$ cat config.mk
export PLATFORM = sky130hd
export DESIGN_NAME = speed_measure_timer
export DESIGN_NICKNAME = d
export VERILOG_FILES = /design/src/speed_measure_timer_pkg.sv /design/src/speed_measure_timer.sv
export SDC_FILE = /design/constraint.sdc
export NUM_CORES = 1
export LEC_CHECK = 0
export ABC_AREA = 1
export BUFFER_PORTS_ARGS = -buffer_cell sky130_fd_sc_hd__buf_4
export CELL_PAD_IN_SITES_DETAIL_PLACEMENT = 1
export CELL_PAD_IN_SITES_GLOBAL_PLACEMENT = 1
export CORE_MARGIN = 8
export CORE_UTILIZATION = 40
export DETAILED_ROUTE_END_ITERATION = 16
export PLACE_DENSITY = 0.8
export SLEW_MARGIN = 20
export SYNTH_ARGS = -nofsm -noshare
export SYNTH_HDL_FRONTEND = slang
export SYNTH_SLANG_ARGS = --single-unit
$ cat constraint.sdc
create_clock -name mclk_i -period 3 [get_ports mclk_i]
set_clock_uncertainty 0.05 [all_clocks]
set_input_delay 0.45 -clock mclk_i [delete_from_list [all_inputs] [get_ports mclk_i]]
set_output_delay 0.45 -clock mclk_i [all_outputs]
set_load 0.02 [all_outputs]
$ cat src/speed_measure_timer_pkg.sv
// shared constants and types of the speed measurement timer
package speed_measure_timer_pkg;

    localparam int unsigned ADDR_W = 4;
    localparam int unsigned DATA_W = 8;

    localparam logic [ADDR_W-1:0] ADDR_COUNTER_HIGH  = 4'h0;
    localparam logic [ADDR_W-1:0] ADDR_COUNTER_LOW   = 4'h1;
    localparam logic [ADDR_W-1:0] ADDR_CAPTURE_HIGH  = 4'h2;
    localparam logic [ADDR_W-1:0] ADDR_CAPTURE_LOW   = 4'h3;
    localparam logic [ADDR_W-1:0] ADDR_COMMUTATION   = 4'h4;
    localparam logic [ADDR_W-1:0] ADDR_SPEED_LIMIT   = 4'h5;
    localparam logic [ADDR_W-1:0] ADDR_PRESCALER     = 4'h6;
    localparam logic [ADDR_W-1:0] ADDR_CONTROL       = 4'h7;
    localparam logic [ADDR_W-1:0] ADDR_STATUS        = 4'h8;
    localparam logic [ADDR_W-1:0] ADDR_MASK          = 4'h9;

    // control register fields
    localparam int unsigned CTRL_CLOCK_ENABLE = 0;
    localparam int unsigned CTRL_SENSOR_LSB   = 1;
    localparam int unsigned CTRL_SENSOR_MSB   = 2;
    localparam int unsigned CTRL_ENC_CAPTURE  = 3;
    localparam int unsigned CTRL_DIRECTION    = 4;

    // status flag positions
    localparam int unsigned FLAG_CAPTURE     = 0;
    localparam int unsigned FLAG_PRESC_UP    = 1;
    localparam int unsigned FLAG_PRESC_DOWN  = 2;
    localparam int unsigned FLAG_SPEED_ERROR = 3;
    localparam int unsigned FLAG_EMERGENCY   = 4;
    localparam int unsigned FLAG_W           = 5;

    // mask positions
    localparam int unsigned MASK_CAPTURE     = 0;
    localparam int unsigned MASK_RATIO       = 1;
    localparam int unsigned MASK_SPEED_ERROR = 2;
    localparam int unsigned MASK_W           = 3;

    localparam logic [15:0] COUNTER_MAX      = 16'hffff;
    localparam logic [15:0] COUNTER_HALF     = 16'h7fff;
    localparam logic [15:0] COUNTER_DOWN_LIM = 16'h5500;
    localparam logic [7:0]  LOW_BYTE_FULL    = 8'hff;
    localparam logic [3:0]  PRESC_MAX        = 4'hf;
    localparam logic [3:0]  PRESC_MIN        = 4'h0;
    localparam logic [14:0] DIV_ONE          = 15'h0001;

    typedef enum logic [1:0] {
        SENSOR_OFF     = 2'b00,
        SENSOR_TACHO   = 2'b01,
        SENSOR_HALL    = 2'b11,
        SENSOR_ENCODER = 2'b10
    } sensor_t;

    typedef struct packed {
        logic [15:0]       counter;
        logic [15:0]       capture;
        logic [3:0]        prescaler;
        logic [14:0]       divider;
        logic [7:0]        commutation;
        logic [7:0]        speed_limit;
        logic              clock_enable;
        sensor_t           sensor;
        logic              encoder_capture_mode;
        logic              count_direction_select;
        logic [FLAG_W-1:0] flags;
        logic [MASK_W-1:0] mask;
        logic              low_locked;
        logic              match_q;
        logic              capture_debug;
        logic [7:0]        rdata;
    } state_t;

    typedef struct packed {
        logic [ADDR_W-1:0] addr;
        logic [DATA_W-1:0] wdata;
        logic              wr;
        logic              rd;
    } reg_req_t;

endpackage

$ cat src/speed_measure_timer.sv
// speed measurement timer: 16-bit capture counter with auto prescaler
// What this block does
// - chained 16-bit counter, capture then clear
// - encoder counts upward, direction bit ignored
// - high capture read locks low unless a capture lands that cycle, drops captures
// - speed error at limit:ff match
// - sensor edge starts capture
// - encoder capture by counter read or rtc
// - counter source: system clock or encoder
// - at ffff prescaler up, shift right
// - capture below 5500 prescaler down, no shift
// - prescaler zero never decrements or flags
// - prescaler 15 at ffff saturates counter
// - hardware updates counter, capture, prescaler
// - capture raises capture interrupt
// - speed error shares emergency stop line
// - separate masks for capture, ratio, speed error; emergency stop unmasked
// - low counter byte readable in every mode
// - registers read zero after reset
// - capture debug signal on pin
// - speed mode: counter, prescaler read only
// - clock disabled: everything writable
//
// Local design decisions: the address-and-strobe port and the address map.
module speed_measure_timer
    import speed_measure_timer_pkg::*;
(
    input  wire logic              mclk_i,
    input  wire logic              reset_n_i,
    input  wire logic [ADDR_W-1:0] reg_addr_i,
    input  wire logic [DATA_W-1:0] reg_wdata_i,
    input  wire logic              reg_wr_i,
    input  wire logic              reg_rd_i,
    output logic      [DATA_W-1:0] reg_rdata_o,
    input  wire logic              sensor_edge_i,
    input  wire logic              encoder_pulse_i,
    input  wire logic              rtc_tick_i,
    input  wire logic              emergency_stop_i,
    output logic                   capture_irq_o,
    output logic                   ratio_irq_o,
    output logic                   stop_irq_o,
    output logic                   capture_debug_o
);

    state_t      s;
    state_t      next_s;
    reg_req_t    req;
    logic        running;
    logic        encoder;
    logic        source_tick;
    logic        tick;
    logic        capture_request;
    logic        capture_take;
    logic        match;
    logic [14:0] div_mask;

    assign req.addr  = reg_addr_i;
    assign req.wdata = reg_wdata_i;
    assign req.wr    = reg_wr_i;
    assign req.rd    = reg_rd_i;

    assign running = s.clock_enable && (s.sensor != SENSOR_OFF);
    assign encoder = (s.sensor == SENSOR_ENCODER);

    assign source_tick = encoder ? encoder_pulse_i : 1'b1;

    // divide by two to the prescaler
    assign div_mask = 15'((DIV_ONE << s.prescaler) - DIV_ONE);
    // compare, not mask: a lowered prescaler must not skip a tick
    assign tick     = running && source_tick && (s.divider >= div_mask);

    always_comb begin
        capture_request = 1'b0;
        if (running) begin
            if (!encoder) begin
                capture_request = sensor_edge_i;
            end else if (s.encoder_capture_mode) begin
                capture_request = req.rd && (req.addr == ADDR_COUNTER_HIGH);
            end else begin
                capture_request = rtc_tick_i;
            end
        end
    end

    // locked low byte drops the capture
    assign capture_take = capture_request && !s.low_locked;

    // limit compare against low byte ff
    assign match = (s.counter[15:8] == s.speed_limit) && (s.counter[7:0] == LOW_BYTE_FULL);

    always_comb begin
        next_s       = s;
        next_s.rdata = '0;

        // register writes
        if (req.wr) begin
            if (req.addr == ADDR_COUNTER_HIGH) begin
                // counter writable only with clock off
                if (!s.clock_enable) begin
                    next_s.counter[15:8] = req.wdata;
                end
            end else if (req.addr == ADDR_COUNTER_LOW) begin
                if (!s.clock_enable) begin
                    next_s.counter[7:0] = req.wdata;
                end
            end else if (req.addr == ADDR_CAPTURE_HIGH) begin
                next_s.capture[15:8] = req.wdata;
            end else if (req.addr == ADDR_CAPTURE_LOW) begin
                next_s.capture[7:0] = req.wdata;
            end else if (req.addr == ADDR_COMMUTATION) begin
                next_s.commutation = req.wdata;
            end else if (req.addr == ADDR_SPEED_LIMIT) begin
                next_s.speed_limit = req.wdata;
            end else if (req.addr == ADDR_PRESCALER) begin
                if (!running) begin
                    next_s.prescaler = req.wdata[3:0];
                end
            end else if (req.addr == ADDR_CONTROL) begin
                next_s.clock_enable           = req.wdata[CTRL_CLOCK_ENABLE];
                next_s.sensor                 = sensor_t'(req.wdata[CTRL_SENSOR_MSB:CTRL_SENSOR_LSB]);
                next_s.encoder_capture_mode   = req.wdata[CTRL_ENC_CAPTURE];
                next_s.count_direction_select = req.wdata[CTRL_DIRECTION];
            end else if (req.addr == ADDR_STATUS) begin
                // write one to clear; hardware sets below still win
                next_s.flags = s.flags & ~req.wdata[FLAG_W-1:0];
            end else if (req.addr == ADDR_MASK) begin
                next_s.mask = req.wdata[MASK_W-1:0];
            end
        end

        // register reads, data stands in the next cycle only
        if (req.rd) begin
            if (req.addr == ADDR_COUNTER_HIGH) begin
                next_s.rdata = s.counter[15:8];
            end else if (req.addr == ADDR_COUNTER_LOW) begin
                // low byte reads the counter in every mode
                next_s.rdata = s.counter[7:0];
            end else if (req.addr == ADDR_CAPTURE_HIGH) begin
                next_s.rdata = s.capture[15:8];
                // high read locks the low byte unless a capture lands in the same cycle
                next_s.low_locked = 1'b1;
            end else if (req.addr == ADDR_CAPTURE_LOW) begin
                next_s.rdata      = s.capture[7:0];
                next_s.low_locked = 1'b0;
            end else if (req.addr == ADDR_COMMUTATION) begin
                next_s.rdata = s.commutation;
            end else if (req.addr == ADDR_SPEED_LIMIT) begin
                next_s.rdata = s.speed_limit;
            end else if (req.addr == ADDR_PRESCALER) begin
                next_s.rdata = {4'h0, s.prescaler};
            end else if (req.addr == ADDR_CONTROL) begin
                next_s.rdata = {3'h0, s.count_direction_select, s.encoder_capture_mode, s.sensor, s.clock_enable};
            end else if (req.addr == ADDR_STATUS) begin
                next_s.rdata = {3'h0, s.flags};
            end else if (req.addr == ADDR_MASK) begin
                next_s.rdata = {5'h0, s.mask};
            end else begin
                next_s.rdata = '0;
            end
        end

        // divider restarts on each tick so a prescaler change takes effect cleanly
        if (!running) begin
            next_s.divider = '0;
        end else if (tick) begin
            next_s.divider = '0;
        end else if (source_tick) begin
            next_s.divider = 15'(s.divider + DIV_ONE);
        end

        // hardware moves the counter, capture and prescaler
        if (running) begin
            if (capture_take) begin
                next_s.capture                = s.counter;
                next_s.counter                = '0;
                next_s.low_locked             = 1'b0;
                next_s.flags[FLAG_CAPTURE]    = 1'b1;
                // speed up on short period, floor at zero
                if ((s.counter < COUNTER_DOWN_LIM) && (s.prescaler != PRESC_MIN)) begin
                    next_s.prescaler              = s.prescaler - 4'h1;
                    next_s.flags[FLAG_PRESC_DOWN] = 1'b1;
                end
            end else if (tick) begin
                if (s.counter == COUNTER_MAX) begin
                    if (s.prescaler != PRESC_MAX) begin
                        next_s.prescaler            = s.prescaler + 4'h1;
                        next_s.counter              = COUNTER_HALF;
                        next_s.flags[FLAG_PRESC_UP] = 1'b1;
                    end
                end else begin
                    // always up; direction bit has no effect here
                    next_s.counter = s.counter + 16'h0001;
                end
            end
        end

        // flag on the first cycle of a match
        next_s.match_q = match;
        if (running && match && !s.match_q) begin
            next_s.flags[FLAG_SPEED_ERROR] = 1'b1;
        end
        if (emergency_stop_i) begin
            next_s.flags[FLAG_EMERGENCY] = 1'b1;
        end

        next_s.capture_debug = capture_take;
    end

    always_ff @(posedge mclk_i) begin
        if (!reset_n_i) begin
            s <= '0;
        end else begin
            s <= next_s;
        end
    end

    assign reg_rdata_o     = s.rdata;
    assign capture_debug_o = s.capture_debug;

    assign capture_irq_o = s.flags[FLAG_CAPTURE] && s.mask[MASK_CAPTURE];
    assign ratio_irq_o   = (s.flags[FLAG_PRESC_UP] || s.flags[FLAG_PRESC_DOWN]) && s.mask[MASK_RATIO];
    // emergency stop and speed error share one line, separate flags
    assign stop_irq_o    = s.flags[FLAG_EMERGENCY] || (s.flags[FLAG_SPEED_ERROR] && s.mask[MASK_SPEED_ERROR]);

    // checks
    AST_CAPTURE_CLEARS: assert property (@(posedge mclk_i) disable iff (!reset_n_i)
        capture_take |=> (s.counter == 16'h0000) && (s.capture == $past(s.counter)))
        else $error("capture did not store and clear the counter");

    AST_ENCODER_DIRECTION: assert property (@(posedge mclk_i) disable iff (!reset_n_i)
        (running && encoder && tick && !capture_take && (s.counter != COUNTER_MAX))
        |=> (s.counter == $past(s.counter) + 16'h0001))
        else $error("encoder count did not advance upward");

    AST_LOCK_DROPS: assert property (@(posedge mclk_i) disable iff (!reset_n_i)
        (s.low_locked && capture_request && !req.wr) |=> $stable(s.capture))
        else $error("capture overwritten while low byte locked");

    AST_SPEED_ERROR: assert property (@(posedge mclk_i) disable iff (!reset_n_i)
        (running && match && !s.match_q)
        |=> s.flags[FLAG_SPEED_ERROR] && (stop_irq_o == (s.flags[FLAG_EMERGENCY] || s.mask[MASK_SPEED_ERROR])))
        else $error("speed error flag not raised on match");

    AST_ENCODER_READ_CAPTURE: assert property (@(posedge mclk_i) disable iff (!reset_n_i)
        (running && encoder && s.encoder_capture_mode && !s.low_locked && req.rd && (req.addr == ADDR_COUNTER_HIGH))
        |=> s.flags[FLAG_CAPTURE] && capture_debug_o && (s.counter == 16'h0000))
        else $error("counter high read did not capture");

    AST_PRESC_UP: assert property (@(posedge mclk_i) disable iff (!reset_n_i)
        (tick && !capture_take && (s.counter == COUNTER_MAX) && (s.prescaler != PRESC_MAX))
        |=> (s.counter == COUNTER_HALF) && (s.prescaler == $past(s.prescaler) + 4'h1) && s.flags[FLAG_PRESC_UP])
        else $error("overflow did not raise prescaler");

    AST_PRESC_DOWN: assert property (@(posedge mclk_i) disable iff (!reset_n_i)
        (capture_take && (s.counter < COUNTER_DOWN_LIM) && (s.prescaler != PRESC_MIN))
        |=> (s.prescaler == $past(s.prescaler) - 4'h1) && s.flags[FLAG_PRESC_DOWN])
        else $error("short period did not lower prescaler");

    AST_PRESC_FLOOR: assert property (@(posedge mclk_i) disable iff (!reset_n_i)
        (capture_take && (s.prescaler == PRESC_MIN) && !s.flags[FLAG_PRESC_DOWN] && !req.wr)
        |=> (s.prescaler == PRESC_MIN) && !s.flags[FLAG_PRESC_DOWN])
        else $error("prescaler went below zero or flagged");

    AST_SATURATE: assert property (@(posedge mclk_i) disable iff (!reset_n_i)
        (running && (s.counter == COUNTER_MAX) && (s.prescaler == PRESC_MAX) && !capture_take && !req.wr)
        |=> (s.counter == COUNTER_MAX) && (s.prescaler == PRESC_MAX))
        else $error("saturated counter moved");

    AST_READ_ONLY: assert property (@(posedge mclk_i) disable iff (!reset_n_i)
        (running && req.wr && (req.addr == ADDR_PRESCALER) && !tick && !capture_take)
        |=> $stable(s.prescaler))
        else $error("prescaler written in speed mode");

    COV_CAPTURE: cover property (@(posedge mclk_i) disable iff (!reset_n_i) capture_take ##1 capture_irq_o);
    COV_PRESC_UP: cover property (@(posedge mclk_i) disable iff (!reset_n_i) $rose(s.flags[FLAG_PRESC_UP]));
    COV_LOCKED_DROP: cover property (@(posedge mclk_i) disable iff (!reset_n_i) s.low_locked && capture_request);
    COV_SPEED_ERROR: cover property (@(posedge mclk_i) disable iff (!reset_n_i) $rose(s.flags[FLAG_SPEED_ERROR]));

endmodule

==> results.md <==
* Vias post-DR at between 6000 and 7000
* Asr flop ratio synth at 0
* Seq/Total Area, Yosys at 0.310
* Setup CP Type: flip-flop to flip-flop
* R2R depth at 21
* Syn Area/Cell at around 6.8 µm²
* H-tree lvl count at 3
* WL/cell at about 19 µm
* Vias in the first global route at approximately 6100
* Peak supply drop at 0.329 mV
* Final hold slack at between 0.2 and 0.3 ns
* Fin. Hold Viols at 0
* Via-to-Cell Ratio at between 5 and 6
* Total track usage at 0.225
* Global placement routability congestion at 0.897
* Status: finished with violations
* Unique masters post-synth at 42
* Worst Path Arrival at ~3.5 ns
* Max_cap viols at 0
* DRT Pass-1 Iters at 5
* IO buf count at 31
* Unrepaired setup endpoints after global routing: yes
* Worst-path fanout max at 7
* Post-synthesis net count at about 910
* Worst-margin pin slew at 0.554 ns
* Hold Path Class: primary input to flip-flop
* Max Root-Sink Buffers at 2
* IO Pins at 32
* Post-Syn Area at approximately 0.006 mm²
* Placed cell area at 0.00651 mm²
* Pleak at 2.86 nW
* Gate count of the mapped netlist at between 800 and 900
* Most frequent cells in the layout: 154 x nand2_1, 97 x inv_1, 89 x dfxtp_1
* CTS Sinks at 91
* Core area at between 0.01 and 0.015 mm²
* Total Wirelength at ~21 mm
* Antenna violations before repair at 0
* Setup WS post-layout at -0.289 ns
* Die height at between 100 and 150 µm
* Crit start category: flip-flop
* Largest net degree at the start of global routing at 34
* Hold wc startpoint: emergency_stop_i
* Critical R2R Launch: s[55]
* Clock transition at path regs at approximately 0.07 ns
* Power Density at about 380 mW/mm²
* Worst Setup End Kind: flip-flop
* Synthesis-stage register bit count at approximately 90
* Detailed Place HPWL at around 15 mm
* Hold_buf cts at 0
* Cell Rows at 44
* Area grow syn2layout at 19.6%
* Post-DRT Antenna Nets at 0
* Synth Warn # at 0
* Hold path depth at 3
* Final-report setup violation count at 36
* Failing checks: setup timing
* Worst skew pair latency at 0.36 ns
* Slew Viols, Final at 0
* # fillers at approximately 1900
* Root Buffer: clkbuf_16
* Die area at 0.0188 mm²
* Share of layout cells above drive strength 1 at 0.185
* Overflow after GRT at 0
* Max Fclk at between 0.3 and 0.4 GHz
* Most used flip-flop cell after synthesis: dfxtp_1
* First-pass GRT wire length at roughly 33 mm
* Total CTS buffers at 9
* Slew margin rel. at 0.630
* Worst Hold End: s[18]
* Fin crit period at ~3.3 ns
* Commonest non-fill, non-tap cell in the layout: nand2_1
* Remaining DRCs at 0
* Post-synth EDFFs at 0
* Initial Utilization at 0.407
* Worst R2R Setup Slack at -0.29 ns
* CP Data Required Time at approximately 3.2 ns
* CTS tree: done
* # diodes at 0
* Initial DRC count at 464
* Die width at 137 µm
* Final period util at 1.10
* Final Instance Area at about 0.007 mm²
* Reg-to-reg endpoint: s[84]
* Nets at 958
## worst max-delay path: stages, from the launching register on
cell      delay [ns]
dfxtp_4         0.38
ha_4            0.17
ha_1            0.20
nand2_1         0.08
inv_1           0.07
nor2_2          0.13
nand4_1         0.14
nor2_1          0.19
nand2_1         0.12
xnor2_1         0.21
ha_1            0.29
nand2_1         0.08
inv_1           0.06
o21bai_4        0.13
nand2_2         0.07
nor2_2          0.16
nand2_4         0.09
nand2_8         0.13
buf_12          0.13
o211ai_1        0.10
nand3_1         0.12
nor2_1          0.04
## report_power, final
part	internal, mW	total [mW]	switching, mW
registers	1.22	1.24	0.0144
clock network	0.624	1.17	0.545
logic	0.104	0.289	0.185
## stage by stage
stage               utilization  cells  setup TNS (ns)  power, mW  worst slack, ns
detailed placement        0.451   1080           -3.84       1.53           -0.167
floorplan                     -    863               0       1.42          0.00728
global placement          0.451   1080          -0.218       1.52          -0.0213
finish                    0.487   1102           -7.74       2.69           -0.289
CTS                       0.477   1098           -1.95       2.70           -0.119
global route              0.487   1102          -14.58       2.79           -0.486
## worst max path at each step
stage | start | to | slack [ns] | cells after the start
CTS | s[55] | s[87] | -0.12 | 22
floorplan | s[55] | s[89] | 0.007 | 22
global placement | s[55] | s[42] | -0.02 | 19
finish | s[55] | s[84] | -0.29 | 21
detailed placement | s[55] | s[86] | -0.17 | 20
global route | s[55] | s[84] | -0.49 | 22
## metal layers
metal  routed length, µm  up-vias  share of wire  track usage
met5                   0        -              0            0
met4                 731        0          0.035       0.0954
met3                1240       55          0.059       0.0422
met2               10100      184           0.48        0.366
met1                8960     2979           0.43        0.283
li1                    -     2956              -            -
## registers in the layout, summed over array words and instances, names as in the netlist
name / cells
capture_debug_o: 1
reg_rdata_o: 8
s: 82
## logic make-up (layout without fill, tap and decap cells)
logic type | Yosys count | in the layout | share of synthesized area
adder cells (fa/ha/maj) | 25 | 25 | 0.0533
flip-flops | 91 | 91 | 0.310
AO/OA/AOI/OAI | 175 | 175 | 0.166
buffers and inverters | 149 | 204 | 0.111
XOR/XNOR | 39 | 39 | 0.0582
AND/OR/NAND/NOR | 384 | 384 | 0.302
## synthesized netlist by cell type (2+ instances only)
| library cell | count | area [µm²] |
|---|---|---|
| a21oi_1 | 52 | 260 |
| a221oi_1 | 6 | 52.6 |
| a31oi_1 | 4 | 25.0 |
| buf_2 | 15 | 75.1 |
| buf_4 | 15 | 113 |
| buf_6 | 2 | 22.5 |
| clkbuf_1 | 5 | 18.8 |
| dfxtp_1 | 91 | 1820 |
| ha_1 | 25 | 313 |
| inv_1 | 100 | 375 |
| inv_2 | 9 | 33.8 |
| nand2_1 | 164 | 616 |
| nand2_2 | 8 | 50.1 |
| nand2_4 | 2 | 22.5 |
| nand3_1 | 89 | 445 |
| nand3_2 | 5 | 50.1 |
| nand4_1 | 13 | 81.3 |
| nor2_1 | 70 | 263 |
| nor2_2 | 6 | 37.5 |
| nor2_4 | 5 | 56.3 |
| nor3_1 | 15 | 75.1 |
| o211ai_1 | 16 | 120 |
| o21ai_0 | 77 | 385 |
| o21ai_1 | 6 | 30.0 |
| o22ai_1 | 8 | 50.1 |
| o31ai_1 | 2 | 15.0 |
| xnor2_1 | 11 | 96.3 |
| xor2_1 | 28 | 245 |
## final cells by class
cell class / instances / area, µm² / share of cell area
Inverter: 110 / 423 / 0.0602
Tap cell: 184 / 230 / 0.0328
Clock inverter: 5 / 41.3 / 0.00588
Timing Repair Buffer: 78 / 632 / 0.0900
Sequential cell: 91 / 1830 / 0.261
Clock buffer: 11 / 254 / 0.0362
Multi-Input combinational cell: 623 / 3610 / 0.514
## repair_timing
action,in CTS,in global routing
gates resized for setup,18,26
pin swaps,14,29
cloned,0,1
endpoints found under the setup margin,36,36
buffers inserted,3,3
(Power assumes the default switching activity.)
